--- src/hdl/lfosc_defs.vh ---
/*
 low-frequency oscillator control block: constants, register map, field
 positions and timing counts.
 assumes a 250 MHz system clock and an AXI4-Lite master on the bus side.
*/
// Behaviour
// - the oscillator runs only while the enable bit is 1 and is held off while it is 0.
// - the two-bit divider select picks divide by 8, 4, 2 or 1 for codes 00, 01, 10, 11.
// - the read-only ready flag reads 1 once stable and is cleared only by reset or a write that changes the divider select.
// - in capture mode timer 2 captures on each falling oscillator edge and timer 3 on each rising edge.
// - on a capture event the timer's 16-bit count is copied into its reload register pair.
// - the low-power oscillator is enabled whenever it is the system clock source or the misc LFOSC_M_LPSEL bit is set, and disabled otherwise.
// - in crystal or resonator mode pins P0.2 and P0.3 are the two crystal connections.
// - in capacitor, RC or CMOS clock mode only pin P0.3 is the oscillator connection.
`ifndef LFOSC_DEFS_VH
`define LFOSC_DEFS_VH

// register constants are word indices; the byte address is four times one
`define LFOSC_ADDR_W        10
`define LFOSC_IDX_HI        9
`define LFOSC_IDX_LO        2
`define LFOSC_REG_CTRL      8'he3
`define LFOSC_REG_XCTRL     8'he4
`define LFOSC_REG_TMR2      8'he8
`define LFOSC_REG_TMR3      8'hec
`define LFOSC_REG_MISC      8'hf0

`define LFOSC_B_EN          7
`define LFOSC_B_RDY         6
`define LFOSC_F_TUNE_HI     5
`define LFOSC_F_TUNE_LO     2
`define LFOSC_F_DIV_HI      1
`define LFOSC_F_DIV_LO      0
`define LFOSC_CTRL_RST      8'h00
`define LFOSC_TUNE_RST      4'h8

`define LFOSC_XMODE_HI      6
`define LFOSC_XMODE_LO      4
`define LFOSC_XM_OFF        3'h0
`define LFOSC_XM_CMOS       3'h2
`define LFOSC_XM_CMOS2      3'h3
`define LFOSC_XM_RC         3'h4
`define LFOSC_XM_CAP        3'h5
`define LFOSC_XM_XTAL       3'h6
`define LFOSC_XM_CRYSTAL_PIN_B      3'h7

`define LFOSC_M_CAP2        0
`define LFOSC_M_CAP3        1
`define LFOSC_M_LPSEL       2

`define LFOSC_NOM_KHZ       80
`define LFOSC_CLK_KHZ       250000
`define LFOSC_PER_BASE      ((`LFOSC_CLK_KHZ / `LFOSC_NOM_KHZ) / 2)
`define LFOSC_PER_STEP      8
`define LFOSC_STAB_CYC      8'h10

`define LFOSC_RESP_OKAY     2'h0
`define LFOSC_RESP_SLVERR   2'h2
`endif

--- src/hdl/lfosc_core.v ---
/*
 oscillator model core: generates the low-frequency output as a toggling
 level inside the system clock domain, with fine tune and post divider.
 assumes enable, tune and divider come from the register file.
*/
`include "lfosc_defs.vh"
module lfosc_core (
	input  wire       ref_clk_i,
	input  wire       rst_n_i,
	input  wire       en_i,
	input  wire [3:0] tune_i,
	input  wire [1:0] div_i,
	output reg        osc_o,
	output reg        raw_tick_o
);
	// half period grows with tune, so 0 is fastest
	wire [31:0] half_wide = `LFOSC_PER_BASE +
		tune_i * `LFOSC_PER_STEP;
	wire [15:0] half = half_wide[15:0];
	reg  [15:0] cnt;
	reg  [2:0]  dcnt;
	// div select 00..11 maps to 8,4,2,1 edges per output toggle
	wire [2:0]  dlim = (3'h7 >> div_i) & 3'h7;

	always @(posedge ref_clk_i or negedge rst_n_i) begin
		if (!rst_n_i) begin
			cnt <= 16'h0000;
			dcnt <= 3'h0;
			osc_o <= 1'b0;
			raw_tick_o <= 1'b0;
		end else if (!en_i) begin
			cnt <= 16'h0000;
			dcnt <= 3'h0;
			osc_o <= 1'b0;
			raw_tick_o <= 1'b0;
		end else if (cnt >= half - 16'h0001) begin
			cnt <= 16'h0000;
			raw_tick_o <= 1'b1;
			if (dcnt >= dlim) begin
				dcnt <= 3'h0;
				osc_o <= ~osc_o;
			end else begin
				dcnt <= dcnt + 3'h1;
			end
		end else begin
			cnt <= cnt + 16'h0001;
			raw_tick_o <= 1'b0;
		end
	end
endmodule

--- src/hdl/lfosc_ctrl.v ---
/*
 low-frequency oscillator control with timer capture, low-power oscillator
 auto enable and external oscillator pin assignment, on AXI4-Lite.
 assumes one clock; rstn_i may be asynchronous; one access of each kind at
 a time from the master.
*/
`include "lfosc_defs.vh"
module lfosc_ctrl (
	input  wire        ref_clk_i,
	input  wire        rstn_i,
	input  wire [9:0]  s_axi_awaddr_i,
	input  wire        s_axi_awvalid_i,
	output reg         s_axi_awready_o,
	input  wire [31:0] s_axi_wdata_i,
	input  wire [3:0]  s_axi_wstrb_i,
	input  wire        s_axi_wvalid_i,
	output reg         s_axi_wready_o,
	output reg  [1:0]  s_axi_bresp_o,
	output reg         s_axi_bvalid_o,
	input  wire        s_axi_bready_i,
	input  wire [9:0]  s_axi_araddr_i,
	input  wire        s_axi_arvalid_i,
	output reg         s_axi_arready_o,
	output reg  [31:0] s_axi_rdata_o,
	output reg  [1:0]  s_axi_rresp_o,
	output reg         s_axi_rvalid_o,
	input  wire        s_axi_rready_i,
	input  wire        sysclk_lp_sel_i,
	output reg         lf_osc_o,
	output reg         lp_osc_en_o,
	output reg         crystal_pin_a_en_o,
	output reg         crystal_pin_b_en_o
);
	reg        rs1;
	reg        rst_n;
	always @(posedge ref_clk_i or negedge rstn_i) begin
		if (!rstn_i) begin
			rs1 <= 1'b0;
			rst_n <= 1'b0;
		end else begin
			rs1 <= 1'b1;
			rst_n <= rs1;
		end
	end

	// the select pin may come from another domain
	reg lps1;
	reg lps2;
	always @(posedge ref_clk_i or negedge rst_n) begin
		if (!rst_n) begin
			lps1 <= 1'b0;
			lps2 <= 1'b0;
		end else begin
			lps1 <= sysclk_lp_sel_i;
			lps2 <= lps1;
		end
	end

	reg        lf_osc_enable;
	reg        lf_osc_ready;
	reg [3:0]  lf_osc_fine_tune;
	reg [1:0]  lf_osc_divider_sel;
	reg [2:0]  xmode;
	reg [2:0]  misc;
	reg [15:0] timer_count [0:1];
	reg [15:0] timer_reload [0:1];
	reg [7:0]  stab;
	reg        osc_d;

	wire       osc;
	wire       tick;
	lfosc_core u_core (
		.ref_clk_i  (ref_clk_i),
		.rst_n_i    (rst_n),
		.en_i       (lf_osc_enable),
		.tune_i     (lf_osc_fine_tune),
		.div_i      (lf_osc_divider_sel),
		.osc_o      (osc),
		.raw_tick_o (tick)
	);

	// write side: address and data may arrive in either order
	reg        aw_got;
	reg        w_got;
	reg [9:0]  aw_q;
	reg [31:0] w_q;
	reg        w_b0;
	// decode on the word index; the two byte-lane bits are ignored
	wire [7:0] aw_idx = aw_q[`LFOSC_IDX_HI:`LFOSC_IDX_LO];
	wire       do_wr = aw_got & w_got & ~s_axi_bvalid_o;
	wire       wr_ctrl = do_wr & (aw_idx == `LFOSC_REG_CTRL) & w_b0;
	wire       wr_x = do_wr & (aw_idx == `LFOSC_REG_XCTRL) & w_b0;
	wire       wr_m = do_wr & (aw_idx == `LFOSC_REG_MISC) & w_b0;
	wire       wr_ok = (aw_idx == `LFOSC_REG_CTRL) |
		(aw_idx == `LFOSC_REG_XCTRL) | (aw_idx == `LFOSC_REG_MISC) |
		(aw_idx == `LFOSC_REG_TMR2) | (aw_idx == `LFOSC_REG_TMR3);
	wire [1:0] new_div = w_q[`LFOSC_F_DIV_HI:`LFOSC_F_DIV_LO];
	wire       div_chg = wr_ctrl & (new_div != lf_osc_divider_sel);
	wire       en_rise = wr_ctrl & w_q[`LFOSC_B_EN] & ~lf_osc_enable;

	always @(posedge ref_clk_i or negedge rst_n) begin
		if (!rst_n) begin
			s_axi_awready_o <= 1'b1;
			s_axi_wready_o <= 1'b1;
			s_axi_bvalid_o <= 1'b0;
			s_axi_bresp_o <= `LFOSC_RESP_OKAY;
			aw_got <= 1'b0;
			w_got <= 1'b0;
			aw_q <= 10'h000;
			w_q <= 32'h00000000;
			w_b0 <= 1'b0;
		end else begin
			if (s_axi_awvalid_i & s_axi_awready_o) begin
				aw_got <= 1'b1;
				aw_q <= s_axi_awaddr_i;
				s_axi_awready_o <= 1'b0;
			end
			if (s_axi_wvalid_i & s_axi_wready_o) begin
				w_got <= 1'b1;
				w_q <= s_axi_wdata_i;
				w_b0 <= s_axi_wstrb_i[0];
				s_axi_wready_o <= 1'b0;
			end
			if (do_wr) begin
				aw_got <= 1'b0;
				w_got <= 1'b0;
				s_axi_bvalid_o <= 1'b1;
				s_axi_bresp_o <= wr_ok ? `LFOSC_RESP_OKAY :
					`LFOSC_RESP_SLVERR;
			end
			if (s_axi_bvalid_o & s_axi_bready_i) begin
				s_axi_bvalid_o <= 1'b0;
				s_axi_awready_o <= 1'b1;
				s_axi_wready_o <= 1'b1;
			end
		end
	end

	// control register, ready and stabilization
	always @(posedge ref_clk_i or negedge rst_n) begin
		if (!rst_n) begin
			lf_osc_enable <= 1'b0;
			lf_osc_fine_tune <= `LFOSC_TUNE_RST;
			lf_osc_divider_sel <= 2'h0;
			lf_osc_ready <= 1'b0;
			stab <= 8'h00;
			xmode <= `LFOSC_XM_OFF;
			misc <= 3'h0;
		end else begin
			if (wr_ctrl) begin
				lf_osc_enable <= w_q[`LFOSC_B_EN];
				// tune taken as written; software keeps it still while on
				lf_osc_fine_tune <=
					w_q[`LFOSC_F_TUNE_HI:`LFOSC_F_TUNE_LO];
				lf_osc_divider_sel <= new_div;
			end
			if (wr_x)
				xmode <= w_q[`LFOSC_XMODE_HI:`LFOSC_XMODE_LO];
			if (wr_m)
				misc <= w_q[2:0];
			if (div_chg) begin
				lf_osc_ready <= 1'b0;
				stab <= 8'h00;
			end else if (en_rise) begin
				stab <= 8'h00;
			end else if (lf_osc_enable & tick & ~lf_osc_ready) begin
				if (stab >= `LFOSC_STAB_CYC - 8'h01)
					lf_osc_ready <= 1'b1;
				else
					stab <= stab + 8'h01;
			end
		end
	end

	// timers count system clocks and capture on oscillator edges
	wire [1:0] cap_ev;
	assign cap_ev[0] = misc[`LFOSC_M_CAP2] & osc_d & ~osc;
	assign cap_ev[1] = misc[`LFOSC_M_CAP3] & ~osc_d & osc;
	always @(posedge ref_clk_i or negedge rst_n) begin
		if (!rst_n)
			osc_d <= 1'b0;
		else
			osc_d <= osc;
	end
	genvar g;
	generate
		for (g = 0; g < 2; g = g + 1) begin : g_tmr
			always @(posedge ref_clk_i or negedge rst_n) begin
				if (!rst_n) begin
					timer_count[g] <= 16'h0000;
					timer_reload[g] <= 16'h0000;
				end else begin
					timer_count[g] <= timer_count[g] + 16'h0001;
					if (cap_ev[g])
						timer_reload[g] <= timer_count[g];
				end
			end
		end
	endgenerate

	// outputs and pin assignment
	wire xtal = (xmode == `LFOSC_XM_XTAL) | (xmode == `LFOSC_XM_CRYSTAL_PIN_B);
	wire xone = (xmode == `LFOSC_XM_CMOS) | (xmode == `LFOSC_XM_CMOS2) |
		(xmode == `LFOSC_XM_RC) | (xmode == `LFOSC_XM_CAP);
	always @(posedge ref_clk_i or negedge rst_n) begin
		if (!rst_n) begin
			lf_osc_o <= 1'b0;
			lp_osc_en_o <= 1'b0;
			crystal_pin_a_en_o <= 1'b0;
			crystal_pin_b_en_o <= 1'b0;
		end else begin
			lf_osc_o <= osc;
			lp_osc_en_o <= lps2 | misc[`LFOSC_M_LPSEL];
			crystal_pin_a_en_o <= xtal;
			crystal_pin_b_en_o <= xtal | xone;
		end
	end

	// read side, one cycle after address
	reg [31:0] rd;
	reg        rd_ok;
	always @* begin
		rd = 32'h00000000;
		rd_ok = 1'b1;
		case (s_axi_araddr_i[`LFOSC_IDX_HI:`LFOSC_IDX_LO])
			`LFOSC_REG_CTRL:
				rd = {24'h000000, lf_osc_enable, lf_osc_ready,
					lf_osc_fine_tune, lf_osc_divider_sel};
			`LFOSC_REG_XCTRL:
				rd = {25'h0000000, xmode, 4'h0};
			`LFOSC_REG_TMR2:
				rd = {timer_count[0], timer_reload[0]};
			`LFOSC_REG_TMR3:
				rd = {timer_count[1], timer_reload[1]};
			`LFOSC_REG_MISC:
				rd = {29'h00000000, misc};
			default:
				rd_ok = 1'b0;
		endcase
	end
	always @(posedge ref_clk_i or negedge rst_n) begin
		if (!rst_n) begin
			s_axi_arready_o <= 1'b1;
			s_axi_rvalid_o <= 1'b0;
			s_axi_rdata_o <= 32'h00000000;
			s_axi_rresp_o <= `LFOSC_RESP_OKAY;
		end else if (s_axi_arvalid_i & s_axi_arready_o) begin
			s_axi_arready_o <= 1'b0;
			s_axi_rvalid_o <= 1'b1;
			s_axi_rdata_o <= rd;
			s_axi_rresp_o <= rd_ok ? `LFOSC_RESP_OKAY : `LFOSC_RESP_SLVERR;
		end else if (s_axi_rvalid_o & s_axi_rready_i) begin
			s_axi_rvalid_o <= 1'b0;
			s_axi_arready_o <= 1'b1;
		end
	end
endmodule

--- config.mk ---
export PLATFORM = sky130hd
export DESIGN_NAME = lfosc_ctrl
export DESIGN_NICKNAME = d
export VERILOG_FILES = /design/src/hdl/lfosc_core.v /design/src/hdl/lfosc_ctrl.v
export VERILOG_INCLUDE_DIRS = /design/src /design/src/hdl
export SDC_FILE = /design/constraint.sdc
export NUM_CORES = 1
export LEC_CHECK = 0
export BUFFER_PORTS_ARGS = -buffer_cell sky130_fd_sc_hd__buf_4
export CELL_PAD_IN_SITES_DETAIL_PLACEMENT = 0
export CELL_PAD_IN_SITES_GLOBAL_PLACEMENT = 1
export CORE_UTILIZATION = 49
export DETAILED_ROUTE_END_ITERATION = 8
export PLACE_DENSITY = 0.82
export SLEW_MARGIN = 20
export SYNTH_ARGS = -nofsm -noshare
export SYNTH_HDL_FRONTEND = slang
export SYNTH_SLANG_ARGS = --single-unit
--- constraint.sdc ---
create_clock -name ref_clk_i -period 14.1 [get_ports ref_clk_i]
set_input_delay 0.705 -clock ref_clk_i [delete_from_list [all_inputs] [get_ports ref_clk_i]]
set_output_delay 0.705 -clock ref_clk_i [all_outputs]
set_load 0.1 [all_outputs]
# Yosys cells after proc, flatten, opt, wreduce, memory -nomap -nowiden
# Index checks and enable logic that the tools add are counted.
# W data, S select, Z words.
# totals
regBits	177
elab_cells	154
# op_classes
addsub	7
magnitude_cmp	3
n_eq_ne	21
shift	1
muxes	36
bitwise_logic	37
n_reduce_logical	13
# ops
op	count
$pmux W32 S5	1
$eq A8 B8 Y1 const B	10
$add A16 B1 Y16 const B	3
$mux W16	2
$mux W8	4
$mux W1	24
$and A1 B1 Y1	22
$ge A16 B16 Y1	1
$reduce_bool A2 Y1	8
$sub A16 B1 Y16 const B	1
$add A11 B7 Y12 const A	1
$eq A3 B3 Y1 const B	4
$or A1 B1 Y1	10
$mux W3	3
$add A8 B1 Y8 const B	1
$ge A8 B4 Y1 const B	1
$eq A3 B2 Y1 const B	2
$not A1 Y1	5
$reduce_or A5 Y1	1
$mux W2	2
$ne A2 B1 Y1 const B	2
$reduce_and A2 Y1	2
$add A3 B1 Y3 const B	1
$ge A3 B3 Y1	1
other kinds (6)	6

# Longest topological paths before layout
# Gate-level depths: netlist of run 1.
# logic_depth
depth_word	8
depth_mapped	10

# Hierarchy
# From an unflattened synthesis of run 1, not the netlist that was laid out.
# unflattened
hier_cells	619
hier_area_um2	7616.1
# by_module_without_submodules
mod	instances	cells_each	area_each_um2	seq_area_each_um2
lfosc_ctrl	1	502	6426.2	3808.7
lfosc_core	1	117	1189.9	525.5

# Least setup slack after synthesis of run 1
# Ideal clock, no wire load.
# synth_timing
kind	register to register
startpoint	register s_axi_bvalid_o
endpoint	register xmode[0]
t_arrival_ns	2.049
required_ns	13.975
path_slack_ns	11.926
stages_incl_launch_ff	6
n_path_buf	0
synth_period_minus_slack_ns	2.174
cell_sequence	dfrtp_1 nand3b_1 nor2_1 nand3_1 nor4b_2 mux2_2
# synth_between
elab_chain_cells	4
# synth_lines
element	line	text
start: declaration	lfosc_ctrl.v:19	output reg s_axi_bvalid_o,
start signal: assignment	lfosc_ctrl.v:105	s_axi_bvalid_o <= 1'b0;
start signal: assignment	lfosc_ctrl.v:127	s_axi_bvalid_o <= 1'b1;
start signal: assignment	lfosc_ctrl.v:132	s_axi_bvalid_o <= 1'b0;
$not A1 Y1	lfosc_ctrl.v:90	wire do_wr = aw_got & w_got & ~s_axi_bvalid_o;
$and A1 B1 Y1	lfosc_ctrl.v:90	
$and A1 B1 Y1 (2 in a row)	lfosc_ctrl.v:92	wire wr_x = do_wr & (aw_idx == `LFOSC_REG_XCTRL) & w_b0;
end signal: assignment	lfosc_ctrl.v:147	xmode <= `LFOSC_XM_OFF;
end signal: assignment	lfosc_ctrl.v:158	xmode <= w_q[`LFOSC_XMODE_HI:`LFOSC_XMODE_LO];
end: declaration	lfosc_ctrl.v:63	reg [2:0] xmode;
# Every way passes these cells.
# A chain may end at the register's enable or synchronous reset.

# Final worst setup path of run 1
# layout_timing
startpoint	register lf_osc_fine_tune[0]
endpoint	register u_core.cnt[5]
# layout_between
elab_chain_cells	5
# layout_lines
element	line	text
start: declaration	lfosc_ctrl.v:61	reg [3:0] lf_osc_fine_tune;
start signal: assignment	lfosc_ctrl.v:143	lf_osc_fine_tune <= `LFOSC_TUNE_RST;
start signal: assignment	lfosc_ctrl.v:153	lf_osc_fine_tune <=
$add A11 B7 Y12 (no source line)	--	
$sub A16 B1 Y16	lfosc_core.v:36	end else if (cnt >= half - 16'h0001) begin
$ge A16 B16 Y1	lfosc_core.v:36	
$mux W16	lfosc_core.v:36	
$mux W16	lfosc_core.v:31	end else if (!en_i) begin
end signal: assignment	lfosc_core.v:46	cnt <= cnt + 16'h0001;
end: declaration	lfosc_core.v:20	reg [15:0] cnt;
# Every way passes these cells.

==> summary.txt, run 1 <==
Outcome
  – Status: complete, but fails checks
  – Violated checks: design-rule violations

Route
  – Routed len/inst: 16.6 µm
  – 1st-iter DRT viols: 343
  – DR vias: 4,943
  – DR pass1 iterations: 7
  – Post-Route WL: 15,000 µm
  – Vias per cell: 5.47
  – Post-route DRC: 6
  – ANT nets after route: 0

Floorplanning
  – Die area: 0.0156 mm²
  – Initial Util: 50.5%
  – Core area: 0.0146 mm²
  – Row count: 44
  – Chip Width: 125 µm
  – Die height: 125 µm
  – # IOs: 109

Yosys
  – EDFF count, synth: 0
  – Warnings from Yosys: 0
  – FFs w/ async S/R, synth: 100%
  – Mapped Avg Cell Area: 11.9 µm²
  – Yosys cell types: 53
  – Mapped cell area: 0.00740 mm²
  – Synth Register Bits: 173
  – Seq/Total Area, Yosys: 58.6%
  – Post-synthesis cell count: 623
  – Main synth FF type: dfrtp_1

Placement
  – Final HPWL DP: 10,300 µm
  – Post-DP Area: 0.00813 mm²
  – PortBufs: 75
  – Pre-CTS setup slack: 11.33 ns
  – Global placer's final weighted congestion: 0.804

Power
  – Max rail drop VDD: 90.6 µV
  – Clock power frac: 39.3%
  – Share of power burned in registers: 46.8%
  – Switching share of power: 27.1%
  – Combinational power share: 13.9%
  – Int Pwr: 0.906 mW
  – Post-layout power: 1.24 mW
  – P_leak: 4.09 nW
  – P_sw: 0.337 mW
  – PD cells: 142 mW/mm²

Layout
  – Most common cell after layout, fill and taps aside: dfrtp_1
  – Final-stage net count: 786
  – Share of layout cells above drive strength 1: 25.9%
  – Most frequent cells in the layout: dfrtp_1, buf_4, nand2_1
  – Ant. Diodes: 0
  – Post-route cell area: 0.00875 mm²
  – Area Growth Syn to Fin: 18.3%

Worst setup path
  – Worst r2r path cells: 9
  – Worst Path Arrival: 2.89 ns
  – Crit. End Element: flop
  – Worst R2R End: u_core.cnt[5]
  – Critical Path Fanout Max: 11
  – Data required, critical path: 14.45 ns
  – RR Startpoint: lf_osc_fine_tune[0]
  – Kind of critical path: flop to flop
  – Startpoint Class: flop
  – Reg-to-reg setup timing slack: 11.56 ns

Global routing
  – Met2 Track Usage GR: 32.8%
  – First-pass GRT wire length: 25,400 µm
  – Met3 usage: 4.51%
  – Largest net degree at the start of global routing: 78
  – GR Layer Usage met1: 28.7%
  – Vias in the first global route: 5,094
  – Total gr overflow: 0
  – GRT busiest layer: met2
  – GRT Util Overall: 20.9%
  – Initial antenna violation count: 0

Timing
  – Final clock skew: 0.00999 ns
  – Finish-stage setup viols: 0
  – RSZ-0062 raised after global routing: no
  – Max Fclk: 393 MHz
  – Final period utilization: 18.0%
  – Max_slew headroom: 31.2%
  – Max Slew Vio Count: 0
  – Crit path time final: 2.54 ns
  – Least-Margin Pin Slew: 1.03 ns
  – Setup TNS: 0 ns
  – Count of final hold-check violations: 0
  – Final setup margin: 11.56 ns

Clocking
  – Root Driver: clkbuf_16
  – Post-CTS setup buffer count: 0
  – Hold_buf cts: 0
  – Post-CTS Resized: 0
  – # H-tree levels: 4
  – Clock Tree Buf Depth: 2
  – Clk_lat worst skew: 0.43 ns
  – Clock sink count: 173
  – Worst-path clk slew: 0.07 ns
  – CTS buffer count: 17
  – CTS tree: yes

Min path
  – Hold crit path type: input pin to asynchronous set/reset pin

Run
  – Max Cap Viol: 0
-- state kept, by name (all words and copies together), names as in the netlist, 2 cells and up --
name,cells
aw_q,8
lf_osc_divider_sel,2
lf_osc_fine_tune,4
misc,3
s_axi_rdata_o,32
stab,8
timer_count,32
timer_reload,32
u_core.cnt,16
u_core.dcnt,3
w_q,8
xmode,3
-- cell usage after synthesis, drive strengths merged (4+ instances only) --
cell type | count | area share (%)
xnor2 | 29 | 3.4
nor3 | 6 | 0.47
mux2i | 4 | 0.54
ha | 16 | 2.7
xor2 | 15 | 1.8
clkbuf | 9 | 0.46
a221oi | 5 | 0.59
nand2 | 65 | 3.3
mux2 | 55 | 8.4
dfstp | 4 | 1.4
inv | 19 | 0.96
buf | 12 | 1.2
nand2b | 4 | 0.34
nand4 | 8 | 0.68
and3 | 9 | 0.76
or2 | 5 | 0.42
and2 | 5 | 0.42
o21ai | 47 | 3.2
a22oi | 27 | 2.7
nor2 | 38 | 1.9
nor2b | 7 | 0.59
nand3b | 5 | 0.51
dfrtp | 169 | 57
a21oi | 7 | 0.47
nand3 | 21 | 1.5
-- through the flow --
step           std cells  hold WS, ns  utilization [%]
5_1_grt              903       0.0256             59.8
4_1_cts              903       0.0297             59.8
2_1_floorplan        629        0.331                -
3_3_place_gp         871        0.259             55.5
3_5_place_dp         871        0.270             55.5
6_report             903       0.0441             59.8
-- power groups by stage --
stage          combinational, mW  sequential [mW]  clock (mW)
6_report                   0.172            0.582       0.489
3_5_place_dp               0.174            0.591           0
2_1_floorplan             0.0826            0.634           0
3_3_place_gp               0.168            0.588           0
4_1_cts                    0.174            0.582       0.499
5_1_grt                    0.188            0.589       0.521
-- metal layers --
metal,routed length [µm],vias to the layer above,share of wire (%)
li1,-,2353,-
met5,0,-,0
met1,7050,2464,47
met3,557,22,3.7
met4,283,0,1.9
met2,7070,104,47
-- worst max-delay path, stage by stage, from the launching register on --
cell	delay [ns]
dfrtp_1	0.41
inv_1	0.08
ha_1	0.22
xor2_1	0.15
ha_1	0.30
a211oi_1	0.23
nor2_1	0.12
o41ai_4	0.48
nand3_2	0.32
nor2_1	0.17
-- kinds of logic after synthesis --
group,after synthesis,share of synthesized area (%)
AND/OR/NAND/NOR,184,12.4
flip-flops,173,58.6
AO/OA/AOI/OAI,105,9.49
multiplexers,59,8.91
XOR/XNOR,44,5.21
buffers and inverters,40,2.64
adder cells (fa/ha/maj),16,2.71
other,2,0.101
-- worst max path at each step --
stage / start / to / slack, ns / cells after the start
after global placement: s_axi_araddr_i[2] / s_axi_rdata_o[0] / 11.38 / 5
after floorplan: rst_n / aw_got / 8.93 / 0
after detailed placement: s_axi_araddr_i[2] / s_axi_rdata_o[0] / 11.33 / 5
final: lf_osc_fine_tune[0] / u_core.cnt[5] / 11.56 / 9
after global routing: lf_osc_fine_tune[0] / u_core.cnt[3] / 11.38 / 9
after CTS: lf_osc_fine_tune[0] / u_core.cnt[5] / 11.54 / 9
-- area by class of cell --
cell class                      instances  area (µm²)
Clock buffer                           20         467
Clock inverter                         12         159
Fill cell                            1207        5890
Inverter                               19        71.3
Multi-Input combinational cell        416        2900
Sequential cell                       173        4340
Tap cell                              184         230
Timing Repair Buffer                   79         593
Note: power is estimated with default switching activity, not from simulation.
==> run 2: changes to the inputs <==
--- a/config.mk
+++ b/config.mk
@@ -6,12 +6,13 @@
 export SDC_FILE = /design/constraint.sdc
 export NUM_CORES = 1
 export LEC_CHECK = 0
+export ABC_AREA = 1
 export BUFFER_PORTS_ARGS = -buffer_cell sky130_fd_sc_hd__buf_4
 export CELL_PAD_IN_SITES_DETAIL_PLACEMENT = 0
 export CELL_PAD_IN_SITES_GLOBAL_PLACEMENT = 1
-export CORE_UTILIZATION = 49
+export CORE_UTILIZATION = 39
 export DETAILED_ROUTE_END_ITERATION = 8
-export PLACE_DENSITY = 0.82
+export PLACE_DENSITY = 0.72
 export SLEW_MARGIN = 20
 export SYNTH_ARGS = -nofsm -noshare
 export SYNTH_HDL_FRONTEND = slang
==> constraint.sdc (replaced) <==
create_clock -name ref_clk_i -period 2.2 [get_ports ref_clk_i]
set_input_delay 0.11 -clock ref_clk_i [delete_from_list [all_inputs] [get_ports ref_clk_i]]
set_output_delay 0.11 -clock ref_clk_i [all_outputs]
set_load 0.1 [all_outputs]
==> summary.txt, run 2 <==
Route
  – DR vias: 5,775
  – Routed len/inst: 14.6 µm
  – 1st-iter DRT viols: 449
  – Post-route DRC: 0
  – Post-Route WL: 17,900 µm
  – DR pass1 iterations: 5
  – Vias per cell: 4.70
  – ANT nets after route: 0

Clocking
  – Root Driver: clkbuf_16
  – CTS buffer count: 17
  – Clock sink count: 173
  – Post-CTS setup buffer count: 0
  – Worst-path clk slew: 0.07 ns
  – # H-tree levels: 4
  – CTS tree: yes
  – Clock Tree Buf Depth: 2
  – Clk_lat worst skew: 0.43 ns

Timing
  – Finish-stage setup viols: 0
  – Max Fclk: 498 MHz
  – Crit path time final: 2.01 ns
  – Max_slew headroom: 54.2%
  – RSZ-0062 raised after global routing: no
  – Setup TNS: 0 ns
  – Count of final hold-check violations: 0
  – Least-Margin Pin Slew: 0.686 ns
  – Max Slew Vio Count: 0
  – Final clock skew: 0.00882 ns
  – Final period utilization: 91.2%

Worst setup path
  – RR Startpoint: lf_osc_fine_tune[1]
  – Startpoint Class: flop
  – Kind of critical path: flop to flop
  – Critical Path Fanout Max: 8
  – Worst R2R End: u_core.cnt[8]
  – Worst r2r path cells: 11
  – Data required, critical path: 2.55 ns
  – Crit. End Element: flop
  – Reg-to-reg setup timing slack: 0.19 ns
  – Worst Path Arrival: 2.36 ns

Min path
  – Min-delay src: s_axi_araddr_i[4]
  – Worst Hold Depth: 5
  – Hold path endpoint: s_axi_rdata_o[15]
  – Hold crit path type: input pin to flop

Global routing
  – GR Layer Usage met1: 29.7%
  – Initial antenna violation count: 0
  – Total gr overflow: 0
  – GRT busiest layer: met1
  – GRT Util Overall: 19.2%
  – Largest net degree at the start of global routing: 45
  – Met3 usage: 2.89%
  – Met2 Track Usage GR: 27.3%
  – Vias in the first global route: 5,565
  – First-pass GRT wire length: 29,800 µm

Yosys
  – Post-synth top cells: nand2_1, dfrtp_1, inv_1
  – Synth top area share: 55.3%
  – Main synth FF type: dfrtp_1
  – Main combinational cell family by area after synthesis: simple AND/OR/NAND/NOR gates
  – Mapped cell area: 0.00765 mm²
  – Xor-xnor portion of the synthesized cell area: 4.24%
  – Synth Register Bits: 173
  – Adder-Cell Fraction of Synth Area: 2.62%
  – Count leader, synth: nand2_1
  – Post-synthesis cell count: 839
  – Yosys cell types: 39
  – Mux cell area share after synthesis: 0%
  – Warnings from Yosys: 0
  – Seq/Total Area, Yosys: 56.7%
  – FFs w/ async S/R, synth: 100%
  – Area contributors post-synth: dfrtp_1, nand2_1, nand3_1, inv_1, o21ai_0
  – Mapped Avg Cell Area: 9.11 µm²
  – Post-synthesis compound-gate area fraction: 8.51%
  – Synth Area in Simple Gates: 21.4%
  – EDFF count, synth: 0
  – Leading area contributor after synthesis: dfrtp_1

Layout
  – Largest regs: s_axi_rdata_o: 32 flops, timer_count: 32 flops, timer_reload: 32 flops
  – Share of layout cells above drive strength 1: 15.0%
  – Area Growth Syn to Fin: 23.9%
  – Ant. Diodes: 0
  – Most common cell after layout, fill and taps aside: nand2_1
  – Most frequent cells in the layout: nand2_1, dfrtp_1, inv_1
  – Final-stage net count: 1,036

Outcome
  – Status: completed

Run
  – Max Cap Viol: 0

Floorplanning
  – # IOs: 109
  – Row count: 50
  – Initial Util: 40.3%
  – Chip Width: 142 µm
  – Die height: 142 µm
  – Core area: 0.0190 mm²
  – Die area: 0.0202 mm²

Placement
  – PortBufs: 75
  – Final HPWL DP: 12,700 µm
  – Global placer's final weighted congestion: 0.781

Power
  – PD cells: 838 mW/mm²
  – Max rail drop VDD: 567 µV
  – Post-layout power: 7.94 mW
  – P_leak: 4.70 nW
-- run 2: cell families after synthesis --
family / Yosys count
AO/OA/AOI/OAI: 114
adder cells (fa/ha/maj): 16
other: 2
flip-flops: 173
AND/OR/NAND/NOR: 376
buffers and inverters: 121
XOR/XNOR: 37
-- run 2: worst max-delay path by stage --
stage / startpoint / endpoint / slack (ns) / cells after the start
finish: lf_osc_fine_tune[1] / u_core.cnt[8] / 0.19 / 11
CTS: lf_osc_fine_tune[1] / u_core.cnt[3] / 0.01 / 12
global route: lf_osc_fine_tune[1] / u_core.cnt[3] / 0.01 / 12
detailed placement: lf_osc_fine_tune[1] / u_core.cnt[3] / 0.07 / 12
floorplan: lf_osc_fine_tune[0] / u_core.dcnt[1] / 0.23 / 12
global placement: lf_osc_fine_tune[1] / u_core.cnt[3] / 0.09 / 12
-- run 2: critical path: stages (launching register included) --
cell and delay [ns]:
dfrtp_1 0.38, inv_1 0.08, ha_1 0.20, nand3b_1 0.17, ha_1 0.30, a21o_1 0.16
nor2_1 0.09, nand2_1 0.07, nand2_2 0.08, nand3_4 0.12, buf_6 0.18, nor2_1 0.10
-- run 2: routing by layer --
layer / wire length, µm / share of wire [%]
met5: 0 / 0
met4: 233 / 1.3
met3: 472 / 2.6
met2: 7680 / 43
met1: 9530 / 53
-- run 2: where the power goes --
group | switching [mW] | leakage, nW | internal (mW) | total (mW)
logic | 0.977 | 2.13 | 0.340 | 1.32
clock network | 1.24 | 0.296 | 1.79 | 3.03
registers | 0.147 | 2.28 | 3.45 | 3.59
total | 2.37 | 4.70 | 5.58 | 7.94
-- run 2: layout make-up --
class | count | area, µm²
inverters | 95 | 359
clock buffers | 22 | 484
repair buffers | 118 | 992
multi-input cells | 551 | 2860
flip-flops and latches | 173 | 4340
fillers | 1796 | 9480
clock inverters | 10 | 114
well taps | 260 | 325
-- run 2: through the flow --
| step | hold slack (ns) | instances | utilization (%) | setup WS, ns | cell area, µm² |
|---|---|---|---|---|---|
| final | 0.148 | 1229 | 50.0 | 0.193 | 9470 |
| after global routing | 0.169 | 1229 | 50.0 | 0.0135 | 9470 |
| after CTS | 0.139 | 1229 | 49.9 | 0.0148 | 9450 |
| after detailed placement | -0.105 | 1171 | 45.3 | 0.0705 | 8590 |
| after global placement | -0.105 | 1171 | 45.3 | 0.0890 | 8590 |
| after floorplan | -0.186 | 845 | - | 0.228 | 7670 |
-- run 2: what timing repair did --
action                                  CTS  global route
hold endpoints to repair                 25             0
hold buffers                             26             0
gates resized for setup                   0             6
endpoints found under the setup margin    0            15
==> run 3: changes to the inputs <==
==> constraint.sdc (replaced) <==
create_clock -name ref_clk_i -period 2.2 [get_ports ref_clk_i]
set_input_delay 0.55 -clock ref_clk_i [delete_from_list [all_inputs] [get_ports ref_clk_i]]
set_output_delay 0.55 -clock ref_clk_i [all_outputs]
set_load 0.1 [all_outputs]
==> summary.txt, run 3 (same netlist as run 2, synthesis figures left out) <==
Timing
  – Final period utilization: 91.3%
  – Max Slew Vio Count: 0
  – Final clock skew: 0.00683 ns
  – Count of final hold-check violations: 0
  – RSZ-0062 raised after global routing: no
  – Crit path time final: 2.01 ns
  – Setup TNS: 0 ns
  – Finish-stage setup viols: 0
  – Max Fclk: 498 MHz
  – Max_slew headroom: 35.9%
  – Least-Margin Pin Slew: 0.961 ns

Global routing
  – Vias in the first global route: 5,593
  – Largest net degree at the start of global routing: 44
  – GRT Util Overall: 18.8%
  – Total gr overflow: 0
  – Initial antenna violation count: 0
  – First-pass GRT wire length: 29,000 µm

Clocking
  – CTS tree: yes
  – Root Driver: clkbuf_16
  – CTS buffer count: 17
  – Clock Tree Buf Depth: 2
  – # H-tree levels: 4
  – Clock sink count: 173
  – Clk_lat worst skew: 0.43 ns
  – Worst-path clk slew: 0.07 ns

Worst setup path
  – Launch point of the worst path: lf_osc_fine_tune[1]
  – Worst Path Arrival: 2.36 ns
  – Startpoint Class: flop
  – Data required, critical path: 2.55 ns
  – RR Startpoint: lf_osc_fine_tune[1]
  – Kind of critical path: flop to flop
  – Worst r2r path cells: 11
  – Critical Path Fanout Max: 9
  – Crit. End Element: flop

Min path
  – Worst Hold Depth: 1
  – Hold crit path type: input pin to flop
  – Min-delay src: sysclk_lp_sel_i

Route
  – Routed len/inst: 14.4 µm
  – DR pass1 iterations: 4
  – 1st-iter DRT viols: 450
  – Post-Route WL: 17,400 µm
  – DR vias: 5,757
  – ANT nets after route: 0
  – Post-route DRC: 0
  – Vias per cell: 4.75

Layout
  – Sequential Area: 0.00434 mm²
  – Final-stage net count: 1,018
  – Post-route cell area: 0.00928 mm²
  – Share of layout cells above drive strength 1: 16.0%
  – Layout Utilization: 49.0%
  – Most frequent cells in the layout: nand2_1, dfrtp_1, buf_4
  – Ant. Diodes: 0
  – Fill cells: 1,833
  – Area occupied by multi-input gates: 0.00285 mm²
  – Area Growth Syn to Fin: 21.3%
  – Most common cell after layout, fill and taps aside: nand2_1
  – Largest regs: s_axi_rdata_o: 32 flops, timer_count: 32 flops, timer_reload: 32 flops

Power
  – P_leak: 4.63 nW
  – Max rail drop VDD: 511 µV
  – PD cells: 848 mW/mm²

Floorplanning
  – Initial Util: 40.3%
  – Die area: 0.0202 mm²
  – # IOs: 109
  – Core area: 0.0190 mm²
  – Chip Width: 142 µm
  – Die height: 142 µm
  – Row count: 50

Placement
  – Post-DP Area: 0.00867 mm²
  – Final HPWL DP: 12,600 µm
  – Global placer's final weighted congestion: 0.788
  – PortBufs: 75

Outcome
  – Status: completed

Run
  – Max Cap Viol: 0
-- run 3: cell count changes in the layout (fill, tap and decap cells not counted) --
cell / change
clkinv_4: +2
nand2_1: +1
buf_12: +2
nand2_2: -1
nand3_2: +1
inv_2: +1
inv_4: -1
buf_4: +6
inv_6: +1
nand3_4: -1
clkbuf_1: -1
dlygate4sd3_1: -25
clkbuf_8: -2
buf_6: -1
-- run 3: timing repair --
action	CTS	global route
hold endpoints to repair	2	0
hold buffers	1	0
setup endpoints to repair	0	7
setup buffers	0	0
gates resized for setup	0	2
-- run 3: layer usage --
metal	wire [µm]	GRT usage (%)	up-vias
met5	0	0	-
met4	227	6.11	0
met3	663	3.67	19
met2	7580	27.3	101
met1	8930	27.9	2733
li1	-	-	2904
-- run 3: power breakdown --
group / switching (mW) / internal [mW]
Clock: 1.28 / 1.74
Sequential: 0.142 / 3.45
Combinational: 0.959 / 0.301
-- run 3: per-stage QoR --
step | worst slack (ns) | cells | hold WS (ns) | power [mW]
finish | 0.191 | 1211 | 0.220 | 7.86
global route | 0.0242 | 1211 | 0.204 | 8.23
CTS | 0.128 | 1211 | 0.203 | 7.96
detailed placement | 0.122 | 1178 | 0.334 | 4.93
global placement | 0.166 | 1178 | 0.333 | 4.92
floorplan | 0.228 | 845 | 0.254 | 4.55
-- run 3: worst max-delay path, cell delays in order (launching register included) --
cell and delay, ns:
dfrtp_1 0.36, inv_1 0.07, ha_1 0.20, nand3b_1 0.17
ha_1 0.30, a21o_1 0.16, nor2_1 0.09, nand2_1 0.06
nand2_1 0.08, nand3_2 0.12, buf_4 0.21, nor3_1 0.12
-- run 3: layout make-up --
type | count | area share [%]
clock inverter | 13 | 1.51
multi-input combinational | 551 | 30.7
sequential | 173 | 46.8
inverter | 95 | 3.84
timing repair buffer | 100 | 8.79
clock buffer | 19 | 4.88
tap | 260 | 3.51
-- run 3: final timing paths --
check	endpoint	slack, ns
max in group asynchronous	s_axi_wready_o	1.20
max	u_core.cnt[2]	0.19
max reg2reg	u_core.cnt[2]	0.19
min reg2reg	lps1	0.34
min	lps1	0.22
min in group asynchronous	lps1	0.34
